==> config.mk <==
export PLATFORM = sky130hd
export DESIGN_NAME = supply_fault_supervisor
export DESIGN_NICKNAME = d
export VERILOG_FILES = /design/src/core/supply_fault_pkg.sv /design/src/core/dither_if.sv /design/src/core/dither_gen.sv /design/src/core/supply_fault_supervisor.sv
export SDC_FILE = /design/constraint.sdc
export NUM_CORES = 1
export LEC_CHECK = 0
export CORE_ASPECT_RATIO = 1.1
export CORE_UTILIZATION = 60
export CTS_BUF_LIST = sky130_fd_sc_hd__clkbuf_16
export CTS_CLUSTER_DIAMETER = 150
export DETAILED_ROUTE_END_ITERATION = 6
export DONT_BUFFER_PORTS = 1
export PLACE_DENSITY = 0.76
export RECOVER_POWER = 25
export SKIP_CTS_REPAIR_TIMING = 1
export SYNTH_ARGS = -nofsm -noshare
export SYNTH_HDL_FRONTEND = slang
export SYNTH_SLANG_ARGS = --single-unit
==> constraint.sdc <==
create_clock -name clk_in -period 33.2 [get_ports clk_in]
set_input_delay 0 -clock clk_in [delete_from_list [all_inputs] [get_ports clk_in]]
set_output_delay 0 -clock clk_in [all_outputs]
set_load 0.05 [all_outputs]
==> src/core/supply_fault_pkg.sv <==
package supply_fault_pkg;
	// ----------------------------------------
	// Timing
	// ----------------------------------------
	localparam int CLK_PERIOD_NS = 8;
	// Sleep input must stay low this long to count as a reset pulse
	localparam int SLEEP_RESET_NS = 1000;
	localparam int SLEEP_RESET_CYC = (SLEEP_RESET_NS + CLK_PERIOD_NS - 1) / CLK_PERIOD_NS;
	// ----------------------------------------
	// Dither profile
	// ----------------------------------------
	localparam int DITHER_STEPS = 14;
	localparam int DITHER_LOW_KHZ = 9000;
	localparam int DITHER_HIGH_KHZ = 11000;
	localparam int DITHER_CENTER_KHZ = 10000;
	// Dwell on each step, in core cycles
	localparam int DITHER_DWELL_CYC = 64;
	// ----------------------------------------
	// Reset values
	// ----------------------------------------
	localparam logic RST_SUMMARY_FLAG = 1'b1;
	localparam logic RST_MOTOR_LOW_FLAG = 1'b0;
	localparam logic RST_PUMP_LOW_FLAG = 1'b0;
	localparam logic RST_POWER_ON_FLAG = 1'b0;
	localparam logic RST_DITHER_DISABLE = 1'b1;
	localparam logic RST_FAULT_N = 1'b0;
	localparam int STEP_W = 4;
endpackage

==> src/core/dither_if.sv <==
`timescale 1ns/1ns
interface dither_if;
	logic enable;
	logic [3:0] step;
	logic [15:0] freq_khz;
	modport ctrl (output enable, input step, input freq_khz);
	modport gen (input enable, output step, output freq_khz);
endinterface

==> src/core/dither_gen.sv <==
`timescale 1ns/1ns
module dither_gen
	import supply_fault_pkg::*;
#(
	parameter int DWELL = DITHER_DWELL_CYC
) (
	input wire logic clk_in,  // Core clock
	input wire logic rst_n,  // Synchronised reset
	dither_if.gen dif  // Dither control
);
	typedef struct packed {
		logic [15:0] dwell;
		logic [3:0] step;
		logic up;
	} gen_state_t;

	gen_state_t cur, next_cur;

	// ----------------------------------------
	// Triangle walk
	// ----------------------------------------
	always_comb begin
		next_cur = cur;
		if (!dif.enable) begin
			next_cur.dwell = 16'h0000;
			next_cur.step = 4'(DITHER_STEPS / 2);
			next_cur.up = 1'b1;
		end else if (cur.dwell == 16'(DWELL - 1)) begin  // [RULE17]
			next_cur.dwell = 16'h0000;
			if (cur.up) begin
				if (cur.step == 4'(DITHER_STEPS - 1)) begin
					next_cur.up = 1'b0;
					next_cur.step = cur.step - 4'h1;
				end else begin
					next_cur.step = cur.step + 4'h1;
				end
			end else begin
				if (cur.step == 4'h0) begin
					next_cur.up = 1'b1;
					next_cur.step = 4'h1;
				end else begin
					next_cur.step = cur.step - 4'h1;
				end
			end
		end else begin
			next_cur.dwell = cur.dwell + 16'h0001;
		end
	end

	always_ff @(posedge clk_in or negedge rst_n) begin
		if (!rst_n) begin
			cur <= '{dwell: 16'h0000, step: 4'(DITHER_STEPS / 2), up: 1'b1};
		end else begin
			cur <= next_cur;
		end
	end

	assign dif.step = cur.step;
	// Nominal frequency: walks from low to high limit in equal steps
	assign dif.freq_khz = dif.enable ?
		16'(DITHER_LOW_KHZ + (int'(cur.step) * (DITHER_HIGH_KHZ - DITHER_LOW_KHZ))
		/ (DITHER_STEPS - 1)) : 16'(DITHER_CENTER_KHZ);  // [RULE17]

	chk_step_in_range: assert property (@(posedge clk_in) disable iff (!rst_n)  // [RULE17]
		cur.step < 4'(DITHER_STEPS))
		else $error("dither step out of range");
	chk_step_moves_one: assert property (@(posedge clk_in) disable iff (!rst_n)  // [RULE17]
		(dif.enable && $past(dif.enable) && cur.step != $past(cur.step))
		|-> (cur.step == $past(cur.step) + 4'h1 || cur.step == $past(cur.step) - 4'h1))
		else $error("dither step jumped");
	cov_dither_top: cover property (@(posedge clk_in) disable iff (!rst_n)
		dif.enable && cur.step == 4'(DITHER_STEPS - 1));
endmodule

==> src/core/supply_fault_supervisor.sv <==
`timescale 1ns/1ns
// Functional notes
// RULE1: Motor supply low: outputs off, pump off, fault
// RULE2: Motor supply above rising threshold: resume driving
// RULE3: SPI: core alive, summary and motor flags set
// RULE4: Motor recovery releases fault, clears summary flag
// RULE5: Motor flag latched until clear or sleep pulse
// RULE6: Below core reset: flags zero, fault pin high
// RULE7: Power-up: summary set, fault low, motor flag clear
// RULE8: Pump low: outputs off, pump runs, fault, flags
// RULE9: Pump recovery resumes; pump flag stays latched
// RULE10: Logic supply low: outputs, pump off, no fault
// RULE11: Logic supply recovery restarts driving automatically
// RULE12: Power-on flag zero after logic supply rises
// RULE13: Clear command latches power-on flag to one
// RULE14: Dither off after reset; cleared bit enables it
// RULE15: Silent step decay forces dither off
// RULE16: Hardware pin interface keeps dither off
// RULE17: Triangle profile, equal steps, low to high
// RULE18: Fault pin low while any reported supply fault
module supply_fault_supervisor
	import supply_fault_pkg::*;
#(
	parameter int SLEEP_PULSE_CYC = SLEEP_RESET_CYC,
	parameter int DWELL = DITHER_DWELL_CYC
) (
	input wire logic clk_in,  // 125 MHz core clock
	input wire logic rstn_in,  // Core reset, low below core reset level
	input wire logic motor_low_in,  // Motor supply below lockout (hysteresis in comparator)
	input wire logic pump_low_in,  // Pump rail below undervoltage level
	input wire logic logic_low_in,  // Logic supply below lockout
	input wire logic sleep_n_input_in,  // Sleep pin, active low
	input wire logic spi_mode_in,  // High: SPI configuration, low: pin strapped
	input wire logic clear_faults_cmd_in,  // One-cycle clear-faults write
	input wire logic dither_disable_bit_in,  // Dither-disable bit write data
	input wire logic dither_disable_wr_in,  // One-cycle write strobe for that bit
	input wire logic silent_decay_in,  // Silent step decay mode active
	output logic fault_out_n_out,  // Fault pin drive value, low = fault
	output logic fault_oe_n_out,  // Fault pin enable, low while pulling low
	output logic outputs_enable_out,  // High: bridges may drive, low: Hi-Z
	output logic pump_enable_out,  // Charge pump on
	output logic summary_flag_out,  // Summary fault flag
	output logic motor_supply_low_flag_out,  // Latched motor supply low flag
	output logic pump_rail_low_flag_out,  // Latched pump rail low flag
	output logic logic_power_on_flag_out,  // Power-on flag
	output logic spi_ready_out,  // Core up and SPI available
	output logic dither_active_out,  // Dithering running
	output logic [3:0] dither_step_out,  // Current dither step
	output logic [15:0] clk_freq_khz_out  // Nominal digital clock frequency
);
	// ----------------------------------------
	// Reset and input synchronisers
	// ----------------------------------------
	logic [1:0] rst_sync;
	always_ff @(posedge clk_in or negedge rstn_in) begin
		if (!rstn_in) begin
			rst_sync <= 2'b00;
		end else begin
			rst_sync <= {rst_sync[0], 1'b1};
		end
	end
	wire rst_n = rst_sync[1];

	typedef struct packed {
		logic [3:0] s1;
		logic [3:0] s2;
	} sync_t;
	sync_t sy;
	always_ff @(posedge clk_in or negedge rst_n) begin
		if (!rst_n) begin
			// Motor supply counts as low until the pin is seen, so powerup is never skipped
			sy <= '{s1: 4'h9, s2: 4'h9};
		end else begin
			sy.s1 <= {sleep_n_input_in, logic_low_in, pump_low_in, motor_low_in};
			sy.s2 <= sy.s1;
		end
	end
	wire motor_low = sy.s2[0];
	wire pump_low = sy.s2[1];
	wire logic_low = sy.s2[2];
	wire sleep_n = sy.s2[3];

	// ----------------------------------------
	// State
	// ----------------------------------------
	typedef enum logic [1:0] {
		ST_POWERUP,
		ST_RUN,
		ST_LOCKOUT
	} mode_t;

	typedef struct packed {
		mode_t mode;
		logic summary;
		logic motor_flag;
		logic pump_flag;
		logic por_flag;
		logic dis_dither;
		logic sleep_prev;
		logic [15:0] sleep_cnt;
		logic sleep_pulse;
		logic fault_n;
		logic out_en;
		logic pump_en;
	} sup_state_t;

	sup_state_t cur, next_cur;

	wire supply_fault = motor_low | pump_low;
	wire clear_req = clear_faults_cmd_in | cur.sleep_pulse;

	// ----------------------------------------
	// Helpers
	// ----------------------------------------
	// What the pin and the summary flag report; a logic supply dip is not one
	function automatic logic reported_fault(input logic sf, input mode_t m);
		return sf | (m == ST_POWERUP);
	endfunction

	// ----------------------------------------
	// Next state
	// ----------------------------------------
	always_comb begin
		next_cur = cur;
		next_cur.sleep_prev = sleep_n;
		next_cur.sleep_pulse = 1'b0;
		// Sleep reset pulse: low for the minimum width, acted on at rising edge
		// The count saturates, so a very long sleep still yields one pulse
		if (!sleep_n) begin
			if (cur.sleep_cnt != 16'hFFFF) begin
				next_cur.sleep_cnt = cur.sleep_cnt + 16'h0001;
			end
		end else begin
			next_cur.sleep_cnt = 16'h0000;
			if (!cur.sleep_prev && cur.sleep_cnt >= 16'(SLEEP_PULSE_CYC)) begin
				next_cur.sleep_pulse = 1'b1;
			end
		end

		case (cur.mode)
			ST_POWERUP: begin
				// Summary stays set until motor supply first passes rising level
				if (!motor_low) begin  // [RULE7]
					next_cur.mode = ST_RUN;
				end
			end
			ST_RUN: begin
				if (motor_low) begin
					next_cur.mode = ST_LOCKOUT;  // [RULE1]
				end
			end
			ST_LOCKOUT: begin
				if (!motor_low) begin
					next_cur.mode = ST_RUN;  // [RULE2]
				end
			end
			default: begin
				next_cur.mode = ST_POWERUP;
			end
		endcase

		// Flags: clear first so a same-cycle set wins
		if (clear_req) begin
			next_cur.motor_flag = 1'b0;  // [RULE5]
			next_cur.pump_flag = 1'b0;  // [RULE9]
			next_cur.por_flag = 1'b1;  // [RULE13]
		end
		if (spi_mode_in && motor_low && cur.mode != ST_POWERUP) begin
			next_cur.motor_flag = 1'b1;  // [RULE3]
		end
		if (spi_mode_in && pump_low) begin
			next_cur.pump_flag = 1'b1;  // [RULE8]
		end
		// Power-on flag is held at zero while the logic supply is low in SPI mode
		if (spi_mode_in && logic_low) begin
			next_cur.por_flag = 1'b0;  // [RULE12]
		end

		// Summary follows live supply faults; powerup holds it high
		next_cur.summary = spi_mode_in &
			reported_fault(supply_fault, next_cur.mode);  // [RULE3] [RULE4] [RULE8]

		if (dither_disable_wr_in && spi_mode_in) begin
			next_cur.dis_dither = dither_disable_bit_in;  // [RULE14]
		end

		// Logic supply low is not reported on the fault pin
		next_cur.fault_n = !reported_fault(supply_fault, next_cur.mode);  // [RULE18]
		// Bridges wait for RUN, so powerup and lockout never drive them
		next_cur.out_en = !(supply_fault | logic_low) &&
			next_cur.mode == ST_RUN;  // [RULE1] [RULE8] [RULE10] [RULE11]
		// Pump keeps running through a pump rail dip so the rail can recover
		next_cur.pump_en = !(motor_low | logic_low);  // [RULE1] [RULE8] [RULE10]
	end

	always_ff @(posedge clk_in or negedge rst_n) begin
		if (!rst_n) begin
			// Core reset: released from fault pin until powerup state registers
			cur <= '{mode: ST_POWERUP, summary: RST_SUMMARY_FLAG,
				motor_flag: RST_MOTOR_LOW_FLAG, pump_flag: RST_PUMP_LOW_FLAG,
				por_flag: RST_POWER_ON_FLAG, dis_dither: RST_DITHER_DISABLE,
				sleep_prev: 1'b1, sleep_cnt: 16'h0000, sleep_pulse: 1'b0,
				fault_n: RST_FAULT_N, out_en: 1'b0, pump_en: 1'b0};  // [RULE7] [RULE14]
		end else begin
			cur <= next_cur;
		end
	end

	// ----------------------------------------
	// Dither
	// ----------------------------------------
	dither_if dif ();
	assign dif.enable = spi_mode_in && !cur.dis_dither &&
		!silent_decay_in && rst_n;  // [RULE15] [RULE16]
	dither_gen #(.DWELL(DWELL)) u_dither (
		.clk_in(clk_in),
		.rst_n(rst_n),
		.dif(dif.gen)
	);

	// ----------------------------------------
	// Outputs
	// ----------------------------------------
	// Below core reset flags, ready and enables read zero, dither sits at its centre step and frequency, and the pin floats high
	assign summary_flag_out = rst_n & cur.summary;  // [RULE6]
	assign motor_supply_low_flag_out = rst_n & cur.motor_flag;  // [RULE6]
	assign pump_rail_low_flag_out = rst_n & cur.pump_flag;
	assign logic_power_on_flag_out = rst_n & cur.por_flag;
	assign spi_ready_out = rst_n;  // [RULE6]
	assign fault_out_n_out = 1'b0;
	assign fault_oe_n_out = !rst_n | cur.fault_n;  // [RULE6] [RULE18]
	assign outputs_enable_out = cur.out_en;
	assign pump_enable_out = cur.pump_en;
	assign dither_active_out = dif.enable;
	assign dither_step_out = dif.step;
	assign clk_freq_khz_out = dif.freq_khz;

	// ----------------------------------------
	// Checks
	// ----------------------------------------
	chk_motor_low_off: assert property (@(posedge clk_in) disable iff (!rst_n)  // [RULE1]
		motor_low |=> (!outputs_enable_out && !pump_enable_out && !fault_oe_n_out))
		else $error("motor low did not lock out");
	chk_lockout_no_drive: assert property (@(posedge clk_in) disable iff (!rst_n)  // [RULE1]
		(cur.mode != ST_RUN) |-> !outputs_enable_out)
		else $error("bridges driven outside run");
	chk_motor_resume: assert property (@(posedge clk_in) disable iff (!rst_n)  // [RULE2]
		(cur.mode == ST_LOCKOUT && !motor_low && !pump_low && !logic_low) ##1
		(!motor_low && !pump_low && !logic_low) |=> outputs_enable_out)
		else $error("no resume after motor recovery");

	chk_motor_flag_set: assert property (@(posedge clk_in) disable iff (!rst_n)  // [RULE3]
		(spi_mode_in && motor_low && cur.mode == ST_RUN)
		|=> (motor_supply_low_flag_out && summary_flag_out))
		else $error("motor flags not set");
	chk_pin_mode_quiet: assert property (@(posedge clk_in) disable iff (!rst_n)  // [RULE3]
		(!spi_mode_in && !motor_supply_low_flag_out && !pump_rail_low_flag_out)
		|=> (!summary_flag_out && !motor_supply_low_flag_out && !pump_rail_low_flag_out))
		else $error("flag set in pin mode");
	chk_summary_drop: assert property (@(posedge clk_in) disable iff (!rst_n)  // [RULE4]
		(cur.mode != ST_POWERUP && !motor_low && !pump_low)
		|=> (!summary_flag_out && fault_oe_n_out))
		else $error("summary not released");

	chk_flag_hold: assert property (@(posedge clk_in) disable iff (!rst_n)  // [RULE5]
		(motor_supply_low_flag_out && !clear_req) |=> motor_supply_low_flag_out)
		else $error("motor flag lost without clear");
	chk_clear_flags: assert property (@(posedge clk_in) disable iff (!rst_n)  // [RULE5]
		(clear_req && !motor_low && !pump_low)
		|=> (!motor_supply_low_flag_out && !pump_rail_low_flag_out))
		else $error("flags survived a clear");
	chk_sleep_width: assert property (@(posedge clk_in) disable iff (!rst_n)  // [RULE5]
		cur.sleep_pulse |-> ($past(cur.sleep_cnt) >= 16'(SLEEP_PULSE_CYC)))
		else $error("sleep pulse too short");
	chk_sleep_once: assert property (@(posedge clk_in) disable iff (!rst_n)  // [RULE5]
		cur.sleep_pulse |=> !cur.sleep_pulse)
		else $error("sleep pulse repeated");

	// No disable here: this one watches what the core shows while held in reset
	chk_core_off: assert property (@(posedge clk_in)  // [RULE6]
		!rst_n |-> (!summary_flag_out && !motor_supply_low_flag_out && fault_oe_n_out
		&& !spi_ready_out && !outputs_enable_out))
		else $error("core not quiet in reset");
	// The release edge still samples the gated outputs, hence rst_n in the antecedent
	chk_powerup_fault: assert property (@(posedge clk_in) disable iff (!rst_n)  // [RULE7]
		(cur.mode == ST_POWERUP && rst_n)
		|-> (!fault_oe_n_out && !motor_supply_low_flag_out))
		else $error("powerup fault state wrong");

	chk_pump_low: assert property (@(posedge clk_in) disable iff (!rst_n)  // [RULE8]
		(pump_low && !motor_low && !logic_low)
		|=> (!outputs_enable_out && pump_enable_out && !fault_oe_n_out))
		else $error("pump low handling wrong");
	chk_pump_flag_set: assert property (@(posedge clk_in) disable iff (!rst_n)  // [RULE8]
		(spi_mode_in && pump_low) |=> (pump_rail_low_flag_out && summary_flag_out))
		else $error("pump flags not set");
	chk_pump_resume: assert property (@(posedge clk_in) disable iff (!rst_n)  // [RULE9]
		(cur.mode == ST_RUN && !motor_low && !pump_low && !logic_low)
		|=> (outputs_enable_out && fault_oe_n_out))
		else $error("no resume after pump recovery");
	chk_pump_flag_hold: assert property (@(posedge clk_in) disable iff (!rst_n)  // [RULE9]
		(pump_rail_low_flag_out && !clear_req) |=> pump_rail_low_flag_out)
		else $error("pump flag lost without clear");

	chk_logic_low: assert property (@(posedge clk_in) disable iff (!rst_n)  // [RULE10]
		(logic_low && !supply_fault && cur.mode == ST_RUN)
		|=> (!outputs_enable_out && !pump_enable_out && fault_oe_n_out))
		else $error("logic low handling wrong");
	chk_logic_resume: assert property (@(posedge clk_in) disable iff (!rst_n)  // [RULE11]
		($past(logic_low) && !logic_low && !supply_fault && cur.mode == ST_RUN)
		|=> (outputs_enable_out && pump_enable_out))
		else $error("no restart after logic recovery");
	chk_por_zero: assert property (@(posedge clk_in) disable iff (!rst_n)  // [RULE12]
		(spi_mode_in && logic_low) |=> !logic_power_on_flag_out)
		else $error("power-on flag not held at zero");
	chk_por_clear: assert property (@(posedge clk_in) disable iff (!rst_n)  // [RULE13]
		(clear_faults_cmd_in && !(spi_mode_in && logic_low)) |=> logic_power_on_flag_out)
		else $error("power-on flag not set by clear");

	chk_dither_reset: assert property (@(posedge clk_in) disable iff (!rst_n)  // [RULE14]
		$rose(rst_n) |-> !dither_active_out)
		else $error("dither on after reset");
	chk_dither_write: assert property (@(posedge clk_in) disable iff (!rst_n)  // [RULE14]
		(dither_disable_wr_in && spi_mode_in && !dither_disable_bit_in) ##1
		(spi_mode_in && !silent_decay_in) |-> dither_active_out)
		else $error("dither not enabled by write");
	chk_dither_forced: assert property (@(posedge clk_in) disable iff (!rst_n)  // [RULE15]
		(silent_decay_in || !spi_mode_in) |-> !dither_active_out)
		else $error("dither not forced off");
	chk_dither_refused: assert property (@(posedge clk_in) disable iff (!rst_n)  // [RULE16]
		(dither_disable_wr_in && !spi_mode_in) |=> $stable(cur.dis_dither))
		else $error("dither bit written in pin mode");

	chk_fault_reported: assert property (@(posedge clk_in) disable iff (!rst_n)  // [RULE18]
		(motor_low || pump_low) |=> !fault_oe_n_out)
		else $error("fault pin released during supply fault");

	cov_motor_lockout: cover property (@(posedge clk_in) disable iff (!rst_n)
		cur.mode == ST_RUN ##1 cur.mode == ST_LOCKOUT ##[1:50] cur.mode == ST_RUN);
	cov_sleep_clear: cover property (@(posedge clk_in) disable iff (!rst_n)
		cur.sleep_pulse && cur.motor_flag);
	cov_dither_on: cover property (@(posedge clk_in) disable iff (!rst_n)
		dither_active_out);
	cov_logic_dip: cover property (@(posedge clk_in) disable iff (!rst_n)
		cur.mode == ST_RUN && logic_low);
endmodule

== After elaboration in Yosys (flattened, before gate mapping) ==
Index checks and enable logic that the tools add are counted.
Word-level totals
  register bits: 59
  logic and storage cells: 90
  output and inout port bits: 30
Operators by class
  reduce and logical (&&, ||, !) cells: 26
  equal/unequal tests: 7
  add/sub/neg operators: 5
  div/mod/pow operators: 1
  multipliers: 1
  $lt $le $gt $ge: 1
  muxes and demuxes: 20
  bitwise operators: 11
Operators with widths (count)
  $mux 16: 4
  $add 16x1->16 const B: 2
  $div 32x5->32 const B: 1
  $mux 21: 1
  $add 15x16->16 const A: 1
  $eq 16x6->1 const B: 1
  $ge 16x7->1 const B: 1
  $ne 16x16->1 const B: 1
  $mul 4x7->11 const B: 1
  $logic_and 1x1->1: 10
  $mux 5: 2
  $reduce_bool 2->1: 5
  $mux 4: 2
  $logic_not 1->1: 7
  $mux 1: 7
  $or 1x1->1: 6
  $and 1x1->1: 5
  $add 4x1->4 const B: 1
  $eq 2x1->1 const B: 2
  $eq 4x4->1 const B: 1
  $logic_not 2->1: 2
  $logic_not 4->1: 1
  $mux 2: 2
  $pmux 2 s2: 1
  other kinds (5): 5

== Logic depth before layout (Yosys ltp) ==
Gate-level depths: netlist of run 1.
  depth in word-level cells: 6
  depth in mapped cells: 47
  depth with buffers taken out: 39

== Modules after synthesis ==
A second synthesis of run 1 with hierarchy kept.
Second synthesis, totals
  cell total of the unflattened synthesis: 822
  area, all modules: 6944.2 µm²
Modules (own cells, without submodules)
  dither_gen: instances 1, area an instance 5256.3 µm², cells an instance 671
  supply_fault_supervisor: instances 1, area an instance 1687.9 µm², cells an instance 151

== Worst setup path before layout of run 1 ==
OpenSTA, ideal clock, no wires.
  kind: reg2out
  start point: reg u_dither.cur, in the netlist u_dither.dif.step[1]
  end point: out clk_freq_khz_out[0]
  data arrival time: 10.792 ns
  slack: 22.408 ns
  stages on the path, launching flop included: 46
  required time: 33.200 ns
  buffers on the path: 6
  path through: dfstp_2 inv_1 ha_1 fa_1 fa_1 a211oi_2 o21bai_1 and2_1 buf_6 a311o_1 and3_1 buf_6 or2_1 buf_6 a21o_1 buf_6 a21oi_4 o311ai_1 [... 10 more ...] a21oi_1 xnor2_1 inv_1 ha_1 nor2b_1 nor2_1 o21ai_0 a21o_1 nor2_2 inv_2 ha_1 nor2_1 o22a_1 o32a_1 nor4b_2 a31oi_1 o31ai_1 o211ai_1
On the way
  cells in the longest elaborated chain, start to end: 4
RTL lines
  from (decl): RTL line dither_gen.sv:17  | gen_state_t cur, next_cur;
  from (signal assigned): RTL line dither_gen.sv:52  | cur <= '{dwell: 16'h0000, step: 4'(DITHER_STEPS / 2), up: 1'b1};
  from (signal assigned): RTL line dither_gen.sv:54  | cur <= next_cur;
  $mul 4x7->11: RTL line dither_gen.sv:61  | 16'(DITHER_LOW_KHZ + (int'(cur.step) * (DITHER_HIGH_KHZ - DITHER_LOW_KHZ))
  $div 32x5->32: RTL line dither_gen.sv:62  | / (DITHER_STEPS - 1)) : 16'(DITHER_CENTER_KHZ);
  $add 15x16->16: RTL line dither_gen.sv:61
  $mux 16: RTL line dither_gen.sv:60  | assign dif.freq_khz = dif.enable ?
  to (decl): RTL line supply_fault_supervisor.sv:49  | output logic [15:0] clk_freq_khz_out
Every way passes these cells.

== Worst setup path in the final report of run 1 ==
Same ends and word-level chain as after synthesis.

==> results of run 1 <==
-- area by class of cell --
type,instances,area share (%)
well taps,147,2.53
repair buffers,14,1.77
flip-flops and latches,59,20.5
inverters,25,1.29
clock buffers,9,3.09
multi-input cells,717,70.5
clock inverters,7,0.395
-- metal layers --
metal  track usage, %  vias to the layer above
met2             52.3                      292
met1             40.0                     3226
met5                0                        -
met4             11.1                        0
li1                 -                     3169
met3             4.15                       44
-- registers in the layout, indices dropped and copies added (netlist names) --
register / flops
cur: 26
u_dither.cur: 17
sy: 4
u_dither.dif.step: 4
rst_sync: 2
logic_low: 1
motor_low: 1
next_cur: 1
outputs_enable_out: 1
pump_enable_out: 1
pump_low: 1
-- worst paths after layout --
check | from | endpoint | slack (ns) | cells after the start
setup / recovery | u_dither.dif.step[1] | clk_freq_khz_out[0] | 19.77 | 39
max in group asynchronous | rst_sync[1] | cur[17] | 29.48 | 1
hold / removal | motor_low_in | sy[4] | 0.23 | 1
setup reg to reg | rst_sync[1] | u_dither.dif.step[3] | 26.87 | 6
min in group asynchronous | rstn_in | rst_sync[0] | 0.44 | 2
hold reg to reg | sy[6] | logic_low | 0.35 | 0
-- per-stage QoR --
step                      worst slack (ns)  instance area [µm²]  utilization [%]  hold slack, ns
final                                19.77                 7280             65.8           0.225
after detailed placement             20.43                 6920             62.6          -0.296
after global routing                 18.82                 7280             65.8           0.228
after global placement               20.83                 6920             62.6          -0.296
after CTS                            20.00                 7180             64.9          -0.640
after floorplan                      22.41                 6940                -          -0.296
-- worst reg2reg max path: stages, from the launching register on --
cell and delay (ns):
dfrtp_2 0.33, clkbuf_1 2.57, nand4bb_1 1.59, clkinv_1 0.88, nand2_1 0.52, a21o_1 0.29, o31ai_1 0.05
-- synth_stat cells (all sizes together) (4+ instances only) --
cell	number	area, µm²
a2111oi	5	62.6
a211o	7	62.6
a211oi	13	123
a21o	15	113
a21oi	43	245
a221o	4	40.0
a221oi	4	58.8
a22oi	4	35.0
a311oi	5	61.3
a31oi	13	81.3
and2	15	93.8
and3	18	113
and4	9	78.8
buf	23	171
clkbuf	16	60.1
dfrtp	48	1200
dfstp	11	289
fa	7	140
ha	30	375
inv	24	90.1
maj3	4	41.3
mux2	8	90.1
mux2i	9	90.1
nand2	54	203
nand2b	6	37.5
nand3	43	220
nand4	14	87.6
nor2	87	337
nor2b	9	58.8
nor3	32	176
nor4	10	75.1
o2111ai	6	52.6
o211a	8	80.1
o211ai	24	195
o21a	8	60.1
o21ai	37	204
o22ai	12	88.8
o311ai	5	43.8
o31ai	11	106
or2	8	52.6
or3	12	85.1
or4	6	45.0
xnor2	29	262
xor2	29	254
-- power groups by stage --
stage / clock network, mW / registers, mW / logic [mW]
after floorplan: 0 / 0.0783 / 0.00696
after global placement: 0 / 0.0775 / 0.00856
after detailed placement: 0 / 0.0777 / 0.00894
after CTS: 0.0789 / 0.0766 / 0.00896
after global routing: 0.0807 / 0.0768 / 0.0113
final: 0.0772 / 0.0767 / 0.0102
-- cell families after synthesis --
| family | Yosys count | synth area share [%] |
|---|---|---|
| multiplexers | 17 | 2.60 |
| adder cells (fa/ha/maj) | 41 | 8.04 |
| other | 2 | 0.108 |
| AND/OR/NAND/NOR | 338 | 26.0 |
| flip-flops | 59 | 21.5 |
| buffers and inverters | 64 | 4.70 |
| XOR/XNOR | 59 | 7.77 |
| AO/OA/AOI/OAI | 257 | 29.3 |
==> out/results.ini, run 1 <==
[pwr]
pwr_density_cell_nw_per_um2=22.5
swShare_pct=23.3
p_total_mw=0.164
combPwrFrac_pct=6.2
leakage_nw=2.85
p_clk_share_pct=47.0
p_seq_share_pct=46.7
p_int_mw=0.126
power_switching_mw=0.0382
vdd_drop_max_mv=0.0283

[critical_path]
critPathMaxStageDelay_ns=0.89
endpoint_kind=output pin
crit_slowest_cell=o211ai_1
criticalPathCategory=flip-flop to output pin
critPathBufInv=3
worstPathArrival_ns=13.43
cp_top_family=compound AO/OA/AOI/OAI gates
worstPathRequired_ns=33.20
critPathLaunchType=flip-flop
path_max_fanout=14

[job]
maxCapViolCount=1

[timing]
fin_crit_sh_pct=40.5
finalHoldViolCount=0
setup_viol_count_final=0
clock_skew_ns=0.00533
fmax_mhz=74.5
tightest_slew_ns=3.70
fin_crit_ns=13.43
slew_headroom_pct=-147
rsz0062_at_grt=false
tns_ns=0
slew_violations=64

[clock_network]
clk_latency_ns=0.32
clk_path_buf_depth=2
cts_num_sinks=59
root_buffer=clkbuf_16
numCtsBuffers=9
clk_pin_slew_ns=0.05
h-tree-depth=3
cts_tree=yes

[floorplan]
die_x_um=104
dieArea_um2=12000
row_count=40
initial_core_util_pct=62.6
die_h_um=115
core_area_um2=11100
pin_count=41

[layout]
final_common_cell=nor2_1
drive_gt1_share_pct=10.2
multi_input_area_um2=5130
n_antenna_cell=0
final_cell_mix=nor2_1, nand2_1, dfrtp_1
nFillCells=935
seq_area_um2=1490
final_cells=978
syn_to_final_growth_pct=5.17
final_nets=874

[route]
wl_per_cell_um=19.0
top_layer=met4
route.detailed.drc=0
drtIter0Drc=586
wl_mm=18.6
drtAntennaViolNets=0
routed_via_density=6.88
drtPass1Iterations=5
met3_length_mm=1.23
via_count=6731
wl_met2_mm=8.93
met1_length_mm=8.04

[grt]
grt_pass1_vias=6173
antenna_found_initial=0
grt_pass1_wl_mm=30.1
gr-total-overflow=0
grt_max_degree=65
grt.total_usage_pct=30.8

[place]
routabilityCongestion=0.935
dp_cells=951
hpwl_mm=13.9
numPortBuffers=0

[synth]
synth-seq-cells=59
yosys.cell_types.count=111
synth_area_um2=6930
avgSynthCellArea_um2=8.27
synthCells=837
ys_seq_area_share_pct=21.5
synth-edff-count=0
ys.flop_type=dfrtp_1
ys.warnings.count=0
async_flop_share_pct=100

[min_path]
hp-class=input port to flip-flop

[outcome]
violations=max-capacitance violations, max-slew violations
status=finished with violations

Power figures use the tool's default switching activity.
==> run 2: changes to the inputs <==
--- a/config.mk
+++ b/config.mk
@@ -5,13 +5,14 @@
 export SDC_FILE = /design/constraint.sdc
 export NUM_CORES = 1
 export LEC_CHECK = 0
+export ABC_AREA = 1
 export CORE_ASPECT_RATIO = 1.1
 export CORE_UTILIZATION = 60
 export CTS_BUF_LIST = sky130_fd_sc_hd__clkbuf_16
 export CTS_CLUSTER_DIAMETER = 150
 export DETAILED_ROUTE_END_ITERATION = 6
 export DONT_BUFFER_PORTS = 1
-export PLACE_DENSITY = 0.76
+export PLACE_DENSITY = 0.79
 export RECOVER_POWER = 25
 export SKIP_CTS_REPAIR_TIMING = 1
 export SYNTH_ARGS = -nofsm -noshare
==> constraint.sdc (replaced) <==
create_clock -name clk_in -period 12.1 [get_ports clk_in]
set_input_delay 0 -clock clk_in [delete_from_list [all_inputs] [get_ports clk_in]]
set_output_delay 0 -clock clk_in [all_outputs]
set_load 0.05 [all_outputs]
==> run 2 against run 1 <==
Compared with the run above: the flow still finishes with violations (max-capacitance violations, max-slew violations); synthesized cell count is 11% higher; synthesized area shrank 9.0%; critical path type unchanged; non-clock buffer count down 4; critical path depth is 26 higher; largest cell class unchanged; core utilization increased by 1.4 points; register-to-register slack got worse by 18 ns; clock skew down 0.0010 ns; via count decreased by 16%; setup slack got worse by 19 ns.
==> out/results.ini, run 2 <==
[clock_network]
numCtsBuffers=9  ; unchanged
clk_pin_slew_ns=0.05  ; about the same
cts_tree=yes
root_buffer=clkbuf_16
cts_num_sinks=59  ; unchanged
h-tree-depth=3  ; unchanged
clk_path_buf_depth=2  ; unchanged
clk_latency_ns=0.33  ; about the same

[timing]
setup_viol_count_final=0  ; unchanged
tightest_slew_ns=3.63  ; -0.0685 ns
fin_crit_ns=10.94
slew_headroom_pct=-142  ; +4.6 points
clock_skew_ns=0.00434  ; -0.000997 ns
finalWorstSetupSlack_ns=1.16  ; -18.61 ns
fin_crit_sh_pct=90.4
slew_violations=63  ; -1.6%
holdWs_ns=0.221  ; -0.00462 ns
tns_ns=0  ; unchanged
rsz0062_at_grt=false
fmax_mhz=91.4
finalHoldViolCount=0  ; unchanged

[grt]
grt_pass1_wl_mm=22.9  ; -24%
gr-total-overflow=0  ; unchanged
grt_max_degree=64  ; -1.5%
grt.total_usage_pct=26.2  ; -4.6 points
antenna_found_initial=0  ; unchanged
grt_pass1_vias=5313  ; -14%

[layout]
final_nets=979  ; +12%
drive_gt1_share_pct=16.9  ; +6.7 points
final_common_cell=nand2_1
nFillCells=895  ; -4.3%
largest_reg_flops=26  ; unchanged
final_cell_mix=nand2_1, inv_1, nand3_1
syn_to_final_growth_pct=7.05
reg_top3=cur x26, u_dither.cur x17
n_antenna_cell=0  ; unchanged
largest-register=cur

[critical_path]
endpoint_kind=output pin
critPathBufInv=11  ; +8
rrSetupSlack_ns=8.44  ; -18.43 ns
cp_top_family=simple AND/OR/NAND/NOR gates
rr_startpoint=rst_sync[1]
crit_path_frequent_cell=nand2_4
r2r_cells=1  ; -5
reg2reg_to=cur[11]
crit_path_start=u_dither.dif.step[2]
critPathMaxStageDelay_ns=1.03  ; +0.14 ns
criticalPathCategory=flip-flop to output pin
path_max_fanout=14  ; unchanged
crit_slowest_cell=dfstp_1
critPathLaunchType=flip-flop
worstPathArrival_ns=10.94  ; -2.49 ns
worstPathRequired_ns=12.10  ; -21.10 ns

[route]
wl_mm=13.4  ; -28%
via_count=5648  ; -16%
drtIter0Drc=187  ; -68%
wl_per_cell_um=12.5  ; -34%
drtAntennaViolNets=0  ; unchanged
routed_via_density=5.25  ; -24%
route.detailed.drc=0  ; unchanged
drtPass1Iterations=5  ; unchanged

[synth]
synth_area_um2=6300  ; -9.0%
avgSynthCellArea_um2=6.81  ; -18%
yosys.cell_types.count=53  ; -52%
yosys.area.top_type=dfrtp_1
synth-seq-cells=59  ; unchanged
async_flop_share_pct=100  ; unchanged
synth.area.top_cells=dfrtp_1, nand2_1, nand3_1
synthDominantCellAreaShare_pct=19.1  ; +1.7 points
ys.flop_type=dfrtp_1
synthTopCellsByCount=nand2_1, inv_1, nand3_1
synthCells=925  ; +11%
ys.warnings.count=0  ; unchanged
ys_seq_area_share_pct=23.6  ; +2.1 points
yosysMostFrequentCell=nand2_1
synth-edff-count=0  ; unchanged

[outcome]
violations=max-capacitance violations, max-slew violations
status=finished with violations

[floorplan]
row_count=38  ; -5.0%
die_h_um=109  ; -4.5%
dieArea_um2=10900  ; -8.8%
initial_core_util_pct=62.8  ; +0.21 points
core_area_um2=10000  ; -9.3%
die_x_um=99.7  ; -4.5%
pin_count=41  ; unchanged

[place]
numPortBuffers=0  ; unchanged
dp_slack_ns=1.73  ; -18.69 ns
hpwl_mm=10.3  ; -26%
routabilityCongestion=0.875  ; -6.4%

[min_path]
hp-class=input port to flip-flop
hold_end=sy[7]
min_from=sleep_n_input_in
hold_depth=1  ; unchanged

[job]
maxCapViolCount=1  ; unchanged

==> run 2: per-stage QoR <==
step | util (%) | cell area (µm²) | cells
after floorplan | - | 6310 | 928
after global placement | 63.3 | 6350 | 1051
after detailed placement | 63.3 | 6350 | 1051
after CTS | 66.4 | 6660 | 1067
after global routing | 67.2 | 6750 | 1076
final | 67.2 | 6750 | 1076
==> run 2: logic make-up (layout without fill, tap and decap cells) <==
| family | count (synthesis) | in the layout | synth area share, % |
|---|---|---|---|
| and+or+nand+nor | 544 | 544 | 45.1 |
| buffers and inverters | 174 | 182 | 11.7 |
| AOI/OAI and AO/OA | 90 | 90 | 8.36 |
| DFF | 59 | 59 | 23.6 |
| adders and majority gates | 37 | 37 | 8.18 |
| xor gates and xnor gates | 18 | 18 | 2.74 |
| other | 2 | 5 | 0.119 |
| muxes | 1 | 1 | 0.159 |
==> run 2: final cells by class <==
class / count / area (µm²) / area share, %
Multi-Input combinational cell: 695 / 4090 / 60.6
Sequential cell: 59 / 1490 / 22.1
Inverter: 156 / 587 / 8.70
Clock buffer: 9 / 225 / 3.34
Tap cell: 140 / 175 / 2.60
Timing Repair Buffer: 10 / 93.8 / 1.39
Clock inverter: 7 / 82.6 / 1.22
==> run 2: worst max-delay path by stage <==
stage,endpoint,slack [ns],cells past startpoint
6_report,clk_freq_khz_out[0],1.16,65
5_1_grt,clk_freq_khz_out[0],0.27,66
4_1_cts,clk_freq_khz_out[0],1.36,65
3_5_place_dp,clk_freq_khz_out[0],1.73,65
3_3_place_gp,clk_freq_khz_out[0],1.92,65
2_1_floorplan,clk_freq_khz_out[0],3.03,71
==> run 2: per-layer routing <==
layer / part of all wire, % / vias up / global-route usage [%] / wire length [µm]
met4: 2.5 / 0 / 10.2 / 340
met5: 0 / - / 0 / 0
met1: 46 / 2567 / 31.8 / 6170
met3: 2.7 / 24 / 3.56 / 363
li1: - / 2970 / - / -
met2: 49 / 87 / 46.9 / 6540
Power of run 2 is not shown: default switching activity piles up to over one toggle a cycle in this logic, so the estimate is an artifact.
